<file path="config.mk">
export PLATFORM = sky130hd
export DESIGN_NAME = scp_clock_source_prescaler
export DESIGN_NICKNAME = d
export VERILOG_FILES = /design/src/design/scp_pkg.sv /design/src/design/scp_prescaler.sv /design/src/design/scp_clock_source_prescaler.sv
export VERILOG_INCLUDE_DIRS = /design/src /design/src/design
export SDC_FILE = /design/constraint.sdc
export NUM_CORES = 1
export LEC_CHECK = 0
export BUFFER_PORTS_ARGS = -buffer_cell sky130_fd_sc_hd__buf_4
export CAP_MARGIN = 5
export CELL_PAD_IN_SITES_DETAIL_PLACEMENT = 0
export CELL_PAD_IN_SITES_GLOBAL_PLACEMENT = 1
export CORE_UTILIZATION = 40
export DETAILED_ROUTE_END_ITERATION = 8
export PLACE_DENSITY_LB_ADDON = 0.1
export SYNTH_ARGS = -nofsm -noshare
export SYNTH_HDL_FRONTEND = slang
export SYNTH_SLANG_ARGS = --single-unit
</file>
<file path="constraint.sdc">
create_clock -name clk_sys -period 6.9 [get_ports clk_sys]
set_input_delay 1.38 -clock clk_sys [delete_from_list [all_inputs] [get_ports clk_sys]]
set_output_delay 1.38 -clock clk_sys [all_outputs]
set_load 0.02 [all_outputs]
</file>
<file path="src/design/scp_defs.svh">
`ifndef SCP_DEFS_SVH
`define SCP_DEFS_SVH

// Clock source select field codes.
`define SCP_SEL_WAKEUP      2'h0
`define SCP_SEL_RESERVED    2'h1
`define SCP_SEL_PLL_PRESC   2'h2
`define SCP_SEL_DIRECT      2'h3

// Field and counter widths.
`define SCP_SEL_W           2
`define SCP_FIELD_W         10
`define SCP_FACTOR_W        11
`define SCP_SRC_COUNT       5
`define SCP_STALL_W         12

// Positions of the clock inputs in the synchroniser vector.
`define SCP_IDX_DIRECT      0
`define SCP_IDX_CRYSTAL     1
`define SCP_IDX_INTERNAL    2
`define SCP_IDX_PLL         3
`define SCP_IDX_WAKEUP      4

// Reset values.
`define SCP_SYNC_RST        5'h00
`define SCP_FIELD_RST       10'h000
`define SCP_FACTOR_RST      11'h001
`define SCP_COUNT_RST       11'h000
`define SCP_STALL_RST       12'h000
`define SCP_SEL_RST         2'h0

// Timing: clock period and the silence that marks a stalled source.
`define SCP_CLK_PERIOD_NS   8
`define SCP_STALL_NS        20000
`define SCP_STALL_CYCLES    ((`SCP_STALL_NS) / (`SCP_CLK_PERIOD_NS))

`endif

</file>
<file path="src/design/scp_pkg.sv">
package scp_pkg;

    typedef enum logic [2:0] {
        SCP_MODE_WAKEUP,
        SCP_MODE_PLL,
        SCP_MODE_PRESCALER,
        SCP_MODE_DIRECT,
        SCP_MODE_RESERVED
    } scp_mode_t;

    // Division factor is the divide field plus one.
    function automatic logic [10:0] scp_factor(input logic [9:0] field);
        scp_factor = {1'b0, field} + 11'h001;
    endfunction

endpackage

</file>
<file path="src/design/scp_prescaler.sv">
`timescale 1ns/1ps
`include "scp_defs.svh"

module scp_prescaler (
    // Clock and reset
    input  wire logic                      clk_sys,
    input  wire logic                      nrst,
    input  wire logic                      ce,
    // Control
    input  wire logic                      restart,
    input  wire logic [`SCP_FIELD_W-1:0]   divide_field,
    // Oscillator level, already synchronised
    input  wire logic                      osc_level,
    // Divided clock
    output logic                           div_clk
);

    logic                      osc_prev;
    logic [`SCP_FACTOR_W-1:0]  period_cnt;
    logic                      next_div_clk;
    logic                      next_osc_prev;
    logic [`SCP_FACTOR_W-1:0]  next_period_cnt;
    logic [`SCP_FACTOR_W-1:0]  factor;
    logic [`SCP_FACTOR_W-1:0]  half;
    logic                      osc_rise;

    always_comb begin
        factor          = scp_pkg::scp_factor(divide_field);
        // The high phase lasts ceil(K/2) input periods, so an odd
        // factor puts its extra period in the high phase.
        half            = (factor + 11'h001) >> 1;
        osc_rise        = osc_level && !osc_prev;
        next_osc_prev   = osc_level;
        next_period_cnt = period_cnt;
        next_div_clk    = div_clk;
        if (restart) begin
            next_period_cnt = `SCP_COUNT_RST;
            next_div_clk    = 1'b0;
        end else if (factor == `SCP_FACTOR_RST) begin
            // Factor one follows the input, keeping its duty cycle.
            next_div_clk    = osc_level;
        end else if (osc_rise) begin
            // Counting wraps at the factor, so the count reaches at most 1023 for factor 1024.
            if (period_cnt >= factor - 11'h001) begin
                next_period_cnt = `SCP_COUNT_RST;
            end else begin
                next_period_cnt = period_cnt + 11'h001;
            end
            next_div_clk    = (next_period_cnt < half);
        end
    end

    always_ff @(posedge clk_sys or negedge nrst) begin
        if (!nrst) begin
            osc_prev   <= 1'b0;
            period_cnt <= `SCP_COUNT_RST;
            div_clk    <= 1'b0;
        end else if (ce) begin
            osc_prev   <= next_osc_prev;
            period_cnt <= next_period_cnt;
            div_clk    <= next_div_clk;
        end
    end

endmodule

</file>
<file path="src/design/scp_clock_source_prescaler.sv">
`timescale 1ns/1ps
`include "scp_defs.svh"


module scp_clock_source_prescaler (
    // Clock and reset
    input  wire logic                      clk_sys,
    input  wire logic                      nrst,
    input  wire logic                      ce,
    // Configuration from software
    input  wire logic [`SCP_SEL_W-1:0]     clock_source_select,
    input  wire logic                      vco_bypass,
    input  wire logic [`SCP_FIELD_W-1:0]   prescaler_divide_field,
    input  wire logic                      osc_internal_select,
    // Clock sources
    input  wire logic                      direct_clock_input,
    input  wire logic                      crystal_input,
    input  wire logic                      internal_clock_input,
    input  wire logic                      pll_clock_input,
    input  wire logic                      wakeup_clock_input,
    // System clock and status
    output logic                           system_clock,
    output scp_pkg::scp_mode_t             active_mode,
    output logic [`SCP_FACTOR_W-1:0]       prescaler_division_factor,
    output logic                           source_stalled
);

    localparam logic [`SCP_STALL_W-1:0] STALL_LIMIT =
        `SCP_STALL_W'(`SCP_STALL_CYCLES);

    // Synchroniser state.
    logic [`SCP_SRC_COUNT-1:0]  sync_meta;
    logic [`SCP_SRC_COUNT-1:0]  sync_level;
    logic [`SCP_SRC_COUNT-1:0]  next_sync_meta;
    logic [`SCP_SRC_COUNT-1:0]  next_sync_level;

    // Configuration tracking.
    logic [`SCP_SEL_W-1:0]      sel_prev;
    logic                       bypass_prev;
    logic [`SCP_FIELD_W-1:0]    field_prev;
    logic                       osc_sel_prev;
    logic                       cfg_restart;
    logic                       next_cfg_restart;

    // Output and status state.
    logic                       next_system_clock;
    scp_pkg::scp_mode_t         next_active_mode;
    logic [`SCP_FACTOR_W-1:0]   next_factor;
    logic                       next_source_stalled;
    logic [`SCP_STALL_W-1:0]    quiet_cnt;
    logic [`SCP_STALL_W-1:0]    next_quiet_cnt;
    logic                       watch_prev;
    logic                       next_watch_prev;

    // Combinational helpers.
    logic                       osc_level;
    logic                       div_clk;
    logic                       watch_level;
    scp_pkg::scp_mode_t         mode_now;

    // Every clock input arrives from outside this domain.
    always_comb begin
        next_sync_meta  = {wakeup_clock_input,
                           pll_clock_input,
                           internal_clock_input,
                           crystal_input,
                           direct_clock_input};
        next_sync_level = sync_meta;
    end

    always_ff @(posedge clk_sys or negedge nrst) begin
        if (!nrst) begin
            sync_meta  <= `SCP_SYNC_RST;
            sync_level <= `SCP_SYNC_RST;
        end else if (ce) begin
            sync_meta  <= next_sync_meta;
            sync_level <= next_sync_level;
        end
    end

    // Decode the operating mode from select and bypass.
    always_comb begin
        if (clock_source_select == `SCP_SEL_DIRECT) begin
            mode_now = scp_pkg::SCP_MODE_DIRECT;
        end else if (clock_source_select == `SCP_SEL_PLL_PRESC) begin
            if (vco_bypass) begin
                mode_now = scp_pkg::SCP_MODE_PRESCALER;
            end else begin
                mode_now = scp_pkg::SCP_MODE_PLL;
            end
        end else if (clock_source_select == `SCP_SEL_WAKEUP) begin
            mode_now = scp_pkg::SCP_MODE_WAKEUP;
        end else begin
            mode_now = scp_pkg::SCP_MODE_RESERVED;
        end
    end

    // The prescaler takes either the crystal or the internal source.
    always_comb begin
        if (osc_internal_select) begin
            osc_level = sync_level[`SCP_IDX_INTERNAL];
        end else begin
            osc_level = sync_level[`SCP_IDX_CRYSTAL];
        end
    end

    // Any change of configuration restarts the divide so that the
    // first output period after a change comes from the new setting;
    // for factors above two its high phase is one input period short.
    always_comb begin
        next_cfg_restart = (clock_source_select != sel_prev)
                        || (vco_bypass != bypass_prev)
                        || (prescaler_divide_field != field_prev)
                        || (osc_internal_select != osc_sel_prev);
    end

    always_ff @(posedge clk_sys or negedge nrst) begin
        if (!nrst) begin
            sel_prev     <= `SCP_SEL_RST;
            bypass_prev  <= 1'b0;
            field_prev   <= `SCP_FIELD_RST;
            osc_sel_prev <= 1'b0;
            cfg_restart  <= 1'b1;
        end else if (ce) begin
            sel_prev     <= clock_source_select;
            bypass_prev  <= vco_bypass;
            field_prev   <= prescaler_divide_field;
            osc_sel_prev <= osc_internal_select;
            cfg_restart  <= next_cfg_restart;
        end
    end

    scp_prescaler u_prescaler (
        .clk_sys      (clk_sys),
        .nrst         (nrst),
        .ce           (ce),
        .restart      (cfg_restart),
        .divide_field (prescaler_divide_field),
        .osc_level    (osc_level),
        .div_clk      (div_clk)
    );

    // The source watched for activity is the one feeding the output.
    always_comb begin
        case (mode_now)
            scp_pkg::SCP_MODE_DIRECT:
                watch_level = sync_level[`SCP_IDX_DIRECT];
            scp_pkg::SCP_MODE_PRESCALER:
                watch_level = osc_level;
            scp_pkg::SCP_MODE_PLL:
                watch_level = sync_level[`SCP_IDX_PLL];
            scp_pkg::SCP_MODE_WAKEUP:
                watch_level = sync_level[`SCP_IDX_WAKEUP];
            default:
                watch_level = 1'b0;
        endcase
    end

    // Output mux. Reserved select holds the clock low rather than
    // guessing a source. The direct path is sampled at the system
    // rate, so its high and low times follow the input to within one
    // clock period.
    always_comb begin
        next_active_mode = mode_now;
        next_factor      = scp_pkg::scp_factor(prescaler_divide_field);
        case (mode_now)
            scp_pkg::SCP_MODE_DIRECT: begin
                next_system_clock = sync_level[`SCP_IDX_DIRECT];
            end
            scp_pkg::SCP_MODE_PRESCALER: begin
                next_system_clock = div_clk;
            end
            scp_pkg::SCP_MODE_PLL: begin
                next_system_clock = sync_level[`SCP_IDX_PLL];
            end
            scp_pkg::SCP_MODE_WAKEUP: begin
                next_system_clock = sync_level[`SCP_IDX_WAKEUP];
            end
            default: begin
                next_system_clock = 1'b0;
            end
        endcase
    end

    // A selected source that has not toggled for the stall time is
    // flagged; the flag drops on its next toggle. The limit sits above
    // the slowest wakeup period so a slow but live clock is not flagged.
    always_comb begin
        next_watch_prev     = watch_level;
        next_quiet_cnt      = quiet_cnt;
        next_source_stalled = source_stalled;
        if (cfg_restart || (watch_level != watch_prev)) begin
            next_quiet_cnt      = `SCP_STALL_RST;
            next_source_stalled = 1'b0;
        end else if (quiet_cnt >= STALL_LIMIT) begin
            next_source_stalled = 1'b1;
        end else begin
            next_quiet_cnt      = quiet_cnt + `SCP_STALL_W'(1);
        end
    end

    always_ff @(posedge clk_sys or negedge nrst) begin
        if (!nrst) begin
            system_clock              <= 1'b0;
            active_mode               <= scp_pkg::SCP_MODE_WAKEUP;
            prescaler_division_factor <= `SCP_FACTOR_RST;
            source_stalled            <= 1'b0;
            quiet_cnt                 <= `SCP_STALL_RST;
            watch_prev                <= 1'b0;
        end else if (ce) begin
            system_clock              <= next_system_clock;
            active_mode               <= next_active_mode;
            prescaler_division_factor <= next_factor;
            source_stalled            <= next_source_stalled;
            quiet_cnt                 <= next_quiet_cnt;
            watch_prev                <= next_watch_prev;
        end
    end

endmodule

</file>
==> results of run 1 <==
-- state kept, by name (all words and copies together) (netlist names) --
name and cells:
quiet_cnt 12, prescaler_division_factor 11, u_prescaler.period_cnt 11, field_prev 10, next_sync_level 5, sync_level 5, active_mode 3, sel_prev 2
bypass_prev 1, cfg_restart 1, osc_sel_prev 1, source_stalled 1, system_clock 1, u_prescaler.div_clk 1, u_prescaler.osc_prev 1, watch_prev 1
-- routing by layer --
metal	up-vias	wire (um)	global-route usage
li1	1669	-	-
met1	1595	4930	0.264
met2	56	4540	0.302
met3	14	312	0.0435
met4	0	179	0.0724
met5	-	0	0
-- layout by cell type (no fill, tap or decap), types with 2 or more instances in the layout --
cell,count
mux2_2,26
a21o_1,3
a21oi_1,27
nand3_1,26
a22o_1,6
nor2_1,54
nand4_1,8
inv_1,18
nor3b_2,2
o21ai_1,12
nor4_1,3
nor3_1,8
or2_2,2
nand2b_1,2
o31ai_2,2
and3_1,5
xor2_1,11
o211a_1,3
o31ai_1,2
a31oi_1,2
nor3b_1,2
o211ai_1,3
nor2b_1,6
or3_1,3
dfstp_2,2
inv_6,3
o21ai_0,11
dfrtp_1,65
xnor2_1,42
ha_1,26
buf_4,39
clkinvlp_4,2
clkbuf_8,9
mux2i_1,3
nand2_1,30
-- power groups by stage --
stage | combinational [mW] | sequential (mW) | clock [mW]
after CTS | 0.164 | 0.436 | 0.362
final | 0.161 | 0.435 | 0.345
after detailed placement | 0.164 | 0.443 | 0
after floorplan | 0.0980 | 0.451 | 0
after global routing | 0.180 | 0.439 | 0.377
after global placement | 0.163 | 0.442 | 0
-- stage by stage --
step / area, um2 / hold slack [ps]
2_1_floorplan: 4350 / 475
3_3_place_gp: 4700 / 485
3_5_place_dp: 4700 / 493
4_1_cts: 4910 / 511
5_1_grt: 4910 / 516
6_report: 4910 / 500
-- worst paths after layout --
kind,slack [ps],cells past startpoint,start,end
max,720,20,prescaler_divide_field[0],u_prescaler.div_clk$_DFFE_PN0P_
min,500,1,active_mode[0]$_DFFE_PN0P_,active_mode[0]$_DFFE_PN0P_
max reg2reg,3000,14,u_prescaler.period_cnt[0]$_DFFE_PN0P_,u_prescaler.div_clk$_DFFE_PN0P_
min reg2reg,500,1,active_mode[0]$_DFFE_PN0P_,active_mode[0]$_DFFE_PN0P_
max in group asynchronous,5200,1,nrst,next_sync_level[1]$_DFFE_PN0P_
min in group asynchronous,1100,1,nrst,field_prev[0]$_DFFE_PN0P_
-- cells in the mapped netlist, types with 5 or more instances --
cell type	number
ha_1	26
nand4_1	8
inv_1	18
and3_1	5
nor2_1	54
buf_2	7
a22o_1	6
xnor2_1	42
nor3_1	8
nor2b_1	6
clkbuf_1	9
nand3_1	26
o21ai_1	12
a21oi_1	27
xor2_1	11
nand2_1	30
mux2_2	26
o21ai_0	11
dfrtp_1	65
-- area by class of cell --
| class | count | area, um2 | area share |
|---|---|---|---|
| sequential | 67 | 1680 | 0.342 |
| clock buffer | 9 | 124 | 0.0252 |
| tap | 136 | 170 | 0.0346 |
| multi-input combinational | 354 | 2490 | 0.508 |
| inverter | 18 | 67.6 | 0.0138 |
| clock inverter | 7 | 82.6 | 0.0168 |
| timing repair buffer | 39 | 293 | 0.0596 |
-- cells by family after synthesis --
| kind of cell | after synthesis | synth area share |
|---|---|---|
| AND/OR/NAND/NOR | 160 | 0.180 |
| AO/OA/AOI/OAI | 85 | 0.134 |
| flip-flops | 67 | 0.386 |
| XOR/XNOR | 54 | 0.111 |
| buffers and inverters | 39 | 0.0400 |
| multiplexers | 29 | 0.0742 |
| adder cells (fa/ha/maj) | 26 | 0.0748 |
==> flow_summary_export.csv, run 1 <==
group,metric,value,unit
synth,yosys_warnings,0,
synth,ys_seq_elements,67,
sta,setup_slack,721,ps
pwr,power.share.switching,0.296,
layout,antennaDiodeCount,0,
clock_tree,numCtsBuffers,9,
critical_path,cp_cell_sequence,"buf_4 > ha_1 > nand3_1 > nor2_1 > xnor2_1 > and3_1 > nand3_1 > xnor2_1 > ha_1 > a21o_1 > a221oi_2 > nand2_1 > a21oi_1 > ha_1 > a21oi_1 > o21ai_0 > a2111oi_0 > a21oi_1 > or4_1 > o211ai_1",
global_route,overflow,0,
pwr,leakage,2.11,nW
drt,antenna_left,0,
global_route,grt_pass1_wl,17.0,mm
global_route,antenna_found_initial,0,
pwr,peakVddDrop,174,uV
sta,period_needed,6180,ps
clock_tree,postCtsSetupBuffers,0,
sta,final_max_slew_viol_count,0,
sta,relSlewSlack,0.425,
layout,n_fill_cell,1013,
pwr,total_power,0.941,mW
clock_tree,clock_sinks,67,
critical_path,crit_family,"compound AO/OA/AOI/OAI gates",
drt,wl_per_cell,15.8,um
sta,finalHoldViolCount,0,
die,die_h,106,um
sta,setup_tns,0,ps
synth,synth.top_cell.area_share,0.374,
drt,drc_errors,0,
drt,vias,3334,
worst_hold_path,min_path_type,"register to register",
synth,synth_cells,460,
clock_tree,cts_root_buffer,"clkbuf_8",
critical_path,crit_path_top_delay_cell,"xnor2_1",
sta,min_period_over_period,0.896,
pwr,powerDensity,192,nW/um2
job,cap_violations,0,
global_route,grt_pass1_vias,3345,
synth,syn_nets,508,
critical_path,cp-start-kind,"input port",
placement,dp_cells,614,
critical_path,cp_data_required_time,7170,ps
die,rows,37,
sta,worstMarginPinSlew,863,ps
layout,area_delta_synth_final,12.9,%
drt,dr.pass1.iters,4,
clock_tree,cts_tree,"yes",
layout,drive_gt1_frac,0.204,
critical_path,end_kind,"register",
clock_tree,htree_levels,3,
sta,rsz0062_at_grt,"false",
placement,dp_hpwl,7.33,mm
drt,drtIter0Drc,108,
outcome,status,"finished, final reports clean",
synth,avgSynthCellArea,9.45,um2
layout,fin_nets,537,
synth,yosysSeqAreaShare,0.386,
clock_tree,cts.clk_slew.worst_paths,80,ps
placement,pre_cts_slack,407,ps
drt,drt_wl_total,9.96,mm
synth,synth_area_leaders,"dfrtp_1 (37%), xnor2_1 (8.5%), ha_1 (7.5%)",
critical_path,path_max_fanout,11,
die,die_area,11300,um2
die,chipWidth,106,um
placement,port_buffers,37,
pwr,power.internal,0.663,mW
synth,synth_ff_type,"dfrtp_1",
sta,finalSetupViolations,0,
sta,fin_skew,11.2,ps
critical_path,max_stage_delay,560,ps
clock_tree,hold_buffers,0,
die,core_area,10400,um2
synth,synth.distinct_cells,60,
synth,synthArstFlopShare,1.00,
layout,layout.cells.non_filler,630,
critical_path,critPathKind,"input port to register",
synth,yosys.area.top_type,"dfrtp_1",
global_route,grt_max_degree,68,
clock_tree,clock_latency,350,ps
placement,gp_congestion,0.830,
pwr,clockPowerShare,0.366,
die,initial_utilization,0.417,
synth,synth_edf_count,0,
sta,fmax,0.162,GHz
clock_tree,cts.path.max_buffers,2,
synth,syn_area,4350,um2
clock_tree,cts_resized,0,
critical_path,worst_ep_arrival_time,6450,ps
die,ios,38,
critical_path,critPathBufInv,1,
pwr,p_switching,0.278,mW
layout,fin_util,0.471,
global_route,grt_usage,0.194,
drt,via_per_inst,5.29,
pwr,seqPwrFrac,0.463,
pwr,combPwrFrac,0.171,
(Power assumes the default switching activity.)
==> run 2: changes to the inputs <==
--- a/config.mk
+++ b/config.mk
@@ -11,6 +11,7 @@
 export CELL_PAD_IN_SITES_DETAIL_PLACEMENT = 0
 export CELL_PAD_IN_SITES_GLOBAL_PLACEMENT = 1
 export CORE_UTILIZATION = 40
+export CTS_BUF_LIST = sky130_fd_sc_hd__clkbuf_2
 export DETAILED_ROUTE_END_ITERATION = 8
 export PLACE_DENSITY_LB_ADDON = 0.1
 export SYNTH_ARGS = -nofsm -noshare
==> run 2 against run 1 <==
Effect of this change: hold slack gained 25 ps; flip-flop and latch count did not move; worst setup slack gained 150 ps; wire length is 0.22% lower; clock power shrank 26%; global-route usage barely moved; critical endpoint unchanged; largest cell class unchanged.
==> flow_summary_export.csv, run 2 (synthesis gave the netlist of run 1 again) <==
group,metric,value,unit
global_route,grt_pass1_vias,3325,
layout,area_delta_synth_final,11.1,%
critical_path,end_kind,"register",
sta,finalSetupViolations,0,
pwr,power.share.switching,0.319,
die,ios,38,
layout,regMostFlops,"quiet_cnt",
layout,largest_reg_flops,12,
clock_tree,numCtsBuffers,9,
clock_tree,clock_sinks,67,
clock_tree,hold_buffers,0,
sta,relSlewSlack,0.424,
clock_tree,cts_tree,"yes",
layout,fin_util,0.464,
die,die_h,106,um
critical_path,critPathBufInv,1,
pwr,p_switching,0.272,mW
critical_path,cp_data_required_time,7350,ps
placement,port_buffers,37,
drt,drt_wl_total,9.94,mm
global_route,grt_pass1_wl,16.9,mm
drt,wl_per_cell,15.8,um
drt,drtIter0Drc,94,
sta,worstMarginPinSlew,863,ps
critical_path,cp_cell_sequence,"buf_4 > ha_1 > nand3_1 > nor2_1 > xnor2_1 > and3_1 > nand3_1 > xnor2_1 > ha_1 > a21o_1 > a221oi_2 > nand2_1 > a21oi_1 > ha_1 > a21oi_1 > o21ai_0 > a2111oi_0 > a21oi_1 > or4_1 > o211ai_1",
layout,n_fill_cell,1025,
critical_path,r2r_slack,2970,ps
worst_hold_path,hp-start,"active_mode[0]$_DFFE_PN0P_",
sta,period_needed,6030,ps
pwr,powerDensity,176,nW/um2
global_route,grt_usage,0.194,
sta,fin_skew,36.9,ps
critical_path,max_stage_delay,560,ps
drt,vias,3339,
pwr,leakage,2.08,nW
placement,gp_congestion,0.830,
die,rows,37,
critical_path,critPathKind,"input port to register",
worst_hold_path,holdPathEnd,"active_mode[0]$_DFFE_PN0P_",
die,initial_utilization,0.417,
sta,fmax,0.166,GHz
drt,via_per_inst,5.30,
clock_tree,cts_root_buffer,"clkbuf_2",
critical_path,timing.rr.end,"u_prescaler.div_clk$_DFFE_PN0P_",
critical_path,ff2ff_path_depth,14,
die,chipWidth,106,um
pwr,seqPwrFrac,0.511,
die,core_area,10400,um2
die,die_area,11300,um2
clock_tree,cts_resized,0,
sta,min_period_over_period,0.874,
worst_hold_path,hold-path-cell-count,1,
outcome,status,"finished, final reports clean",
sta,finalHoldViolCount,0,
critical_path,reg2reg_from,"u_prescaler.period_cnt[0]$_DFFE_PN0P_",
drt,dr.pass1.iters,4,
pwr,peakVddDrop,162,uV
critical_path,crit_path_top_delay_cell,"xnor2_1",
placement,dp_hpwl,7.33,mm
layout,final_cell_mix,"dfrtp_1 (65), nor2_1 (54), xnor2_1 (42)",
sta,setup_tns,0,ps
clock_tree,postCtsSetupBuffers,0,
clock_tree,cts.clk_slew.worst_paths,220,ps
sta,final_max_slew_viol_count,0,
drt,antenna_left,0,
global_route,overflow,0,
drt,drc_errors,0,
clock_tree,clock_latency,520,ps
job,cap_violations,0,
global_route,antenna_found_initial,0,
layout,mostFrequentLayoutCell,"dfrtp_1",
layout,fin_nets,537,
clock_tree,htree_levels,3,
layout,reg_top3,"quiet_cnt (12), prescaler_division_factor (11), u_prescaler.period_cnt (11)",
worst_hold_path,min_path_type,"register to register",
pwr,combPwrFrac,0.189,
sta,rsz0062_at_grt,"false",
critical_path,path_max_fanout,11,
critical_path,worst_ep_arrival_time,6470,ps
critical_path,crit_family,"compound AO/OA/AOI/OAI gates",
pwr,clockPowerShare,0.300,
clock_tree,cts.path.max_buffers,2,
layout,antennaDiodeCount,0,
global_route,grt_max_degree,68,
critical_path,cp-start-kind,"input port",
layout,drive_gt1_frac,0.204,
pwr,power.internal,0.580,mW
[run 2: worst max path at each step]
stage	to	from	depth (start not counted)	slack, ps
6_report	u_prescaler.div_clk$_DFFE_PN0P_	prescaler_divide_field[0]	20	870
4_1_cts	u_prescaler.div_clk$_DFFE_PN0P_	prescaler_divide_field[0]	20	980
2_1_floorplan	u_prescaler.div_clk$_DFFE_PN0P_	prescaler_divide_field[0]	20	1100
5_1_grt	u_prescaler.div_clk$_DFFE_PN0P_	prescaler_divide_field[0]	20	450
3_5_place_dp	u_prescaler.div_clk$_DFFE_PN0P_	prescaler_divide_field[0]	20	410
3_3_place_gp	u_prescaler.div_clk$_DFFE_PN0P_	prescaler_divide_field[0]	20	570
[run 2: power by group through the flow]
stage	registers [mW]	clock network [mW]	logic [mW]
6_report	0.436	0.255	0.161
5_1_grt	0.440	0.284	0.180
4_1_cts	0.436	0.269	0.164
3_5_place_dp	0.443	0	0.164
3_3_place_gp	0.442	0	0.163
2_1_floorplan	0.451	0	0.0980
[run 2: layout make-up]
class	count	area, um2	area share
Multi-Input combinational cell	354	2490	0.516
Sequential cell	67	1680	0.347
Clock inverter	7	82.6	0.0171
Timing Repair Buffer	39	293	0.0606
Tap cell	136	170	0.0352
Inverter	18	67.6	0.0140
Clock buffer	9	45.0	0.00932
[run 2: metal layers]
metal	routed length, um	vias up	share of wire	global-route usage
met5	0	-	0	0
met4	172	0	0.017	0.0605
met3	284	11	0.029	0.0454
met2	4550	51	0.46	0.308
met1	4940	1603	0.50	0.262
li1	-	1674	-	-
[run 2: worst reg2reg max path, delay by kind of cell, from the launching register on]
family	cells	cell delay, ps
buf+inv	1	90
flops	1	540
fa+ha+maj	2	550
compound gates	8	1760
simple gates	3	960
[run 2: per-stage QoR]
step / hold slack (ps) / instance area, um2 / power (mW) / setup slack [ps] / cells
after floorplan: 475 / 4350 / 0.549 / 1100 / 460
after global placement: 485 / 4700 / 0.605 / 572 / 614
after detailed placement: 493 / 4700 / 0.607 / 407 / 614
after CTS: 538 / 4830 / 0.869 / 979 / 630
after global routing: 545 / 4830 / 0.904 / 448 / 630
final: 525 / 4830 / 0.852 / 872 / 630
==> run 3: changes to the inputs <==
--- a/config.mk
+++ b/config.mk
@@ -6,6 +6,7 @@
 export SDC_FILE = /design/constraint.sdc
 export NUM_CORES = 1
 export LEC_CHECK = 0
+export ABC_AREA = 1
 export BUFFER_PORTS_ARGS = -buffer_cell sky130_fd_sc_hd__buf_4
 export CAP_MARGIN = 5
 export CELL_PAD_IN_SITES_DETAIL_PLACEMENT = 0
==> run 3 against run 2 <==
Effect of this change: wire length up 12%; sequential power is 2% lower; critical path type unchanged; critical path depth grew 9; area after synthesis rose by 5.4%; utilization about the same; cell area grew 5.4%; synthesized cell count up 31%; clock power grew 20%; hold slack worse by 20 ps; die area increased by 5.3%; largest cell class unchanged; worst setup slack improved by 930 ps; clock skew is 11 ps higher.
==> flow_summary_export.csv, run 3 <==
group,metric,value,unit
die,initial_utilization,0.417,
drt,vias,3833,
synth,syn_area,4580,um2
die,core_area,11000,um2
layout,regMostFlops,"quiet_cnt",
layout,n_fill_cell,1110,
synth,yosys.area.top_type,"dfrtp_1",
sta,setup_tns,0,ps
synth,avgSynthCellArea,7.60,um2
clock_tree,cts.clk_slew.worst_paths,260,ps
synth,synth_top_family_by_area,"simple AND/OR/NAND/NOR gates",
clock_tree,clock_sinks,67,
placement,dp_hpwl,8.31,mm
synth,synth_most_common_cell,"nand2_1",
outcome,status,"finished, final reports clean",
critical_path,cp_data_required_time,7440,ps
layout,antennaDiodeCount,0,
critical_path,reg2reg_from,"u_prescaler.period_cnt[6]$_DFFE_PN0P_",
clock_tree,cts_root_buffer,"clkbuf_2",
critical_path,cp_common_cell,"nand2_1",
global_route,grt_max_degree,68,
synth,synth_ff_type,"dfrtp_1",
critical_path,ff2ff_path_depth,18,
worst_hold_path,hp-start,"next_sync_level[1]$_DFFE_PN0P_",
synth,yosys_warnings,0,
worst_hold_path,hold-path-cell-count,2,
layout,area_delta_synth_final,11.1,%
worst_hold_path,min_path_type,"register to register",
die,ios,38,
synth,synth_compound_area_frac,0.112,
layout,final_cell_mix,"nand2_1 (154), inv_1 (78), dfrtp_1 (65)",
placement,port_buffers,37,
critical_path,max_stage_delay,350,ps
synth,ys_seq_elements,67,
sta,fin_skew,47.9,ps
die,rows,38,
synth,synth_fa_ha_area_frac,0.0710,
synth,synth_area_leaders,"dfrtp_1 (35%), nand2_1 (13%), ha_1 (7.1%)",
clock_tree,cts_tree,"yes",
placement,gp_congestion,0.879,
sta,period_needed,5100,ps
sta,worstMarginPinSlew,878,ps
global_route,overflow,0,
sta,finalHoldViolCount,0,
synth,syn_nets,651,
critical_path,r2r_slack,3790,ps
synth,synthTopCellsByCount,"nand2_1 (154), inv_1 (78), dfrtp_1 (65)",
synth,synth-simple-area-share,0.294,
synth,synth_cells,603,
clock_tree,numCtsBuffers,9,
critical_path,crit_path_top_delay_cell,"nor3b_1",
layout,reg_top3,"quiet_cnt (12), prescaler_division_factor (11), u_prescaler.period_cnt (11)",
sta,whs,505,ps
sta,relSlewSlack,0.415,
sta,fmax,0.196,GHz
clock_tree,cts.path.max_buffers,2,
clock_tree,htree_levels,3,
layout,fin_nets,683,
sta,min_period_over_period,0.739,
critical_path,critPathKind,"input port to register",
critical_path,worst_ep_arrival_time,5640,ps
drt,wl_per_cell,14.3,um
clock_tree,cts_resized,0,
drt,dr.pass1.iters,4,
synth,yosysSeqAreaShare,0.366,
die,die_area,11900,um2
layout,drive_gt1_frac,0.158,
global_route,grt_pass1_wl,18.7,mm
clock_tree,postCtsSetupBuffers,0,
clock_tree,hold_buffers,0,
sta,finalSetupViolations,0,
critical_path,path_max_fanout,10,
drt,drtIter0Drc,173,
die,chipWidth,109,um
critical_path,crit_family,"simple AND/OR/NAND/NOR gates",
layout,mostFrequentLayoutCell,"nand2_1",
synth,synth_edf_count,0,
critical_path,cp-start-kind,"input port",
critical_path,end_kind,"register",
pwr,peakVddDrop,117,uV
drt,drc_errors,0,
global_route,grt_usage,0.207,
clock_tree,clock_latency,560,ps
drt,antenna_left,0,
synth,synth.distinct_cells,47,
pwr,leakage,2.50,nW
drt,via_per_inst,4.91,
global_route,antenna_found_initial,0,
critical_path,timing.rr.end,"u_prescaler.div_clk$_DFFE_PN0P_",
synth,synthArstFlopShare,1.00,
sta,final_max_slew_viol_count,0,
synth,synth_mux_area_frac,0,
synth,synth_xor_area_frac,0.0630,
sta,rsz0062_at_grt,"false",
synth,synth.top_cell.area_share,0.355,
job,cap_violations,0,
worst_hold_path,holdPathEnd,"next_sync_level[1]$_DFFE_PN0P_",
die,die_h,109,um
global_route,grt_pass1_vias,3788,
pwr,powerDensity,174,nW/um2
layout,largest_reg_flops,12,
drt,drt_wl_total,11.1,mm
critical_path,critPathBufInv,4,
## run 3: area by class of cell
type,count,area (um2),share of cell area
multi-input cells,432,2480,0.486
flip-flops and latches,67,1680,0.330
inverters,87,328,0.0644
repair buffers,38,285,0.0560
well taps,140,175,0.0344
clock inverters,7,105,0.0206
clock buffers,9,45.0,0.00884
## run 3: power by group
part | internal [mW] | total, mW | switching (mW)
Combinational | 0.0524 | 0.153 | 0.101
Sequential | 0.416 | 0.429 | 0.0124
Clock | 0.127 | 0.305 | 0.177
Total | 0.596 | 0.886 | 0.290
## run 3: worst max path at each step
stage                                    from                               to  slack (ps)  cells past startpoint
floorplan           prescaler_divide_field[0]  u_prescaler.div_clk$_DFFE_PN0P_        2020                     27
global placement    prescaler_divide_field[0]  u_prescaler.div_clk$_DFFE_PN0P_        1480                     29
detailed placement  prescaler_divide_field[0]  u_prescaler.div_clk$_DFFE_PN0P_        1210                     29
CTS                 prescaler_divide_field[0]  u_prescaler.div_clk$_DFFE_PN0P_        1830                     29
global route        prescaler_divide_field[0]  u_prescaler.div_clk$_DFFE_PN0P_        1290                     31
finish              prescaler_divide_field[0]  u_prescaler.div_clk$_DFFE_PN0P_        1800                     29
## run 3: metal layers
layer,vias up,wire length [um],share of wire,GRT usage
met1,1763,5310,0.48,0.270
met2,47,5280,0.47,0.347
met5,-,0,0,0
met3,12,395,0.035,0.0424
met4,0,142,0.013,0.0550
li1,2011,-,-,-
## run 3: cell families (layout without fill, tap and decap cells)
| kind of cell | count (synthesis) | after routing |
|---|---|---|
| compound gates | 85 | 85 |
| xor+xnor | 30 | 30 |
| fa+ha+maj | 26 | 26 |
| buf+inv | 104 | 141 |
| flops | 67 | 67 |
| simple gates | 291 | 291 |
## run 3: per-stage QoR
step / power (mW) / instances / util / instance area, um2 / worst slack, ps
after floorplan: 0.532 / 603 / - / 4580 / 2020
after global placement: 0.589 / 764 / 0.450 / 4940 / 1480
after detailed placement: 0.590 / 764 / 0.450 / 4940 / 1210
after CTS: 0.900 / 780 / 0.464 / 5090 / 1830
after global routing: 0.937 / 780 / 0.464 / 5090 / 1290
final: 0.886 / 780 / 0.464 / 5090 / 1800
## run 3: worst reg2reg max path, cell delays in order (launching register included)
cell,delay (ps)
dfrtp_1,510
ha_1,340
a21oi_1,200
nand2_1,80
nand2_1,60
nand2_1,50
nor2_1,250
inv_1,200
nor3b_1,350
ha_1,320
nand2_1,60
nor2_1,40
a211oi_1,180
nor2_1,80
nor2_1,90
nand3_1,70
nand2_1,60
nand3_1,60
nand2_1,80
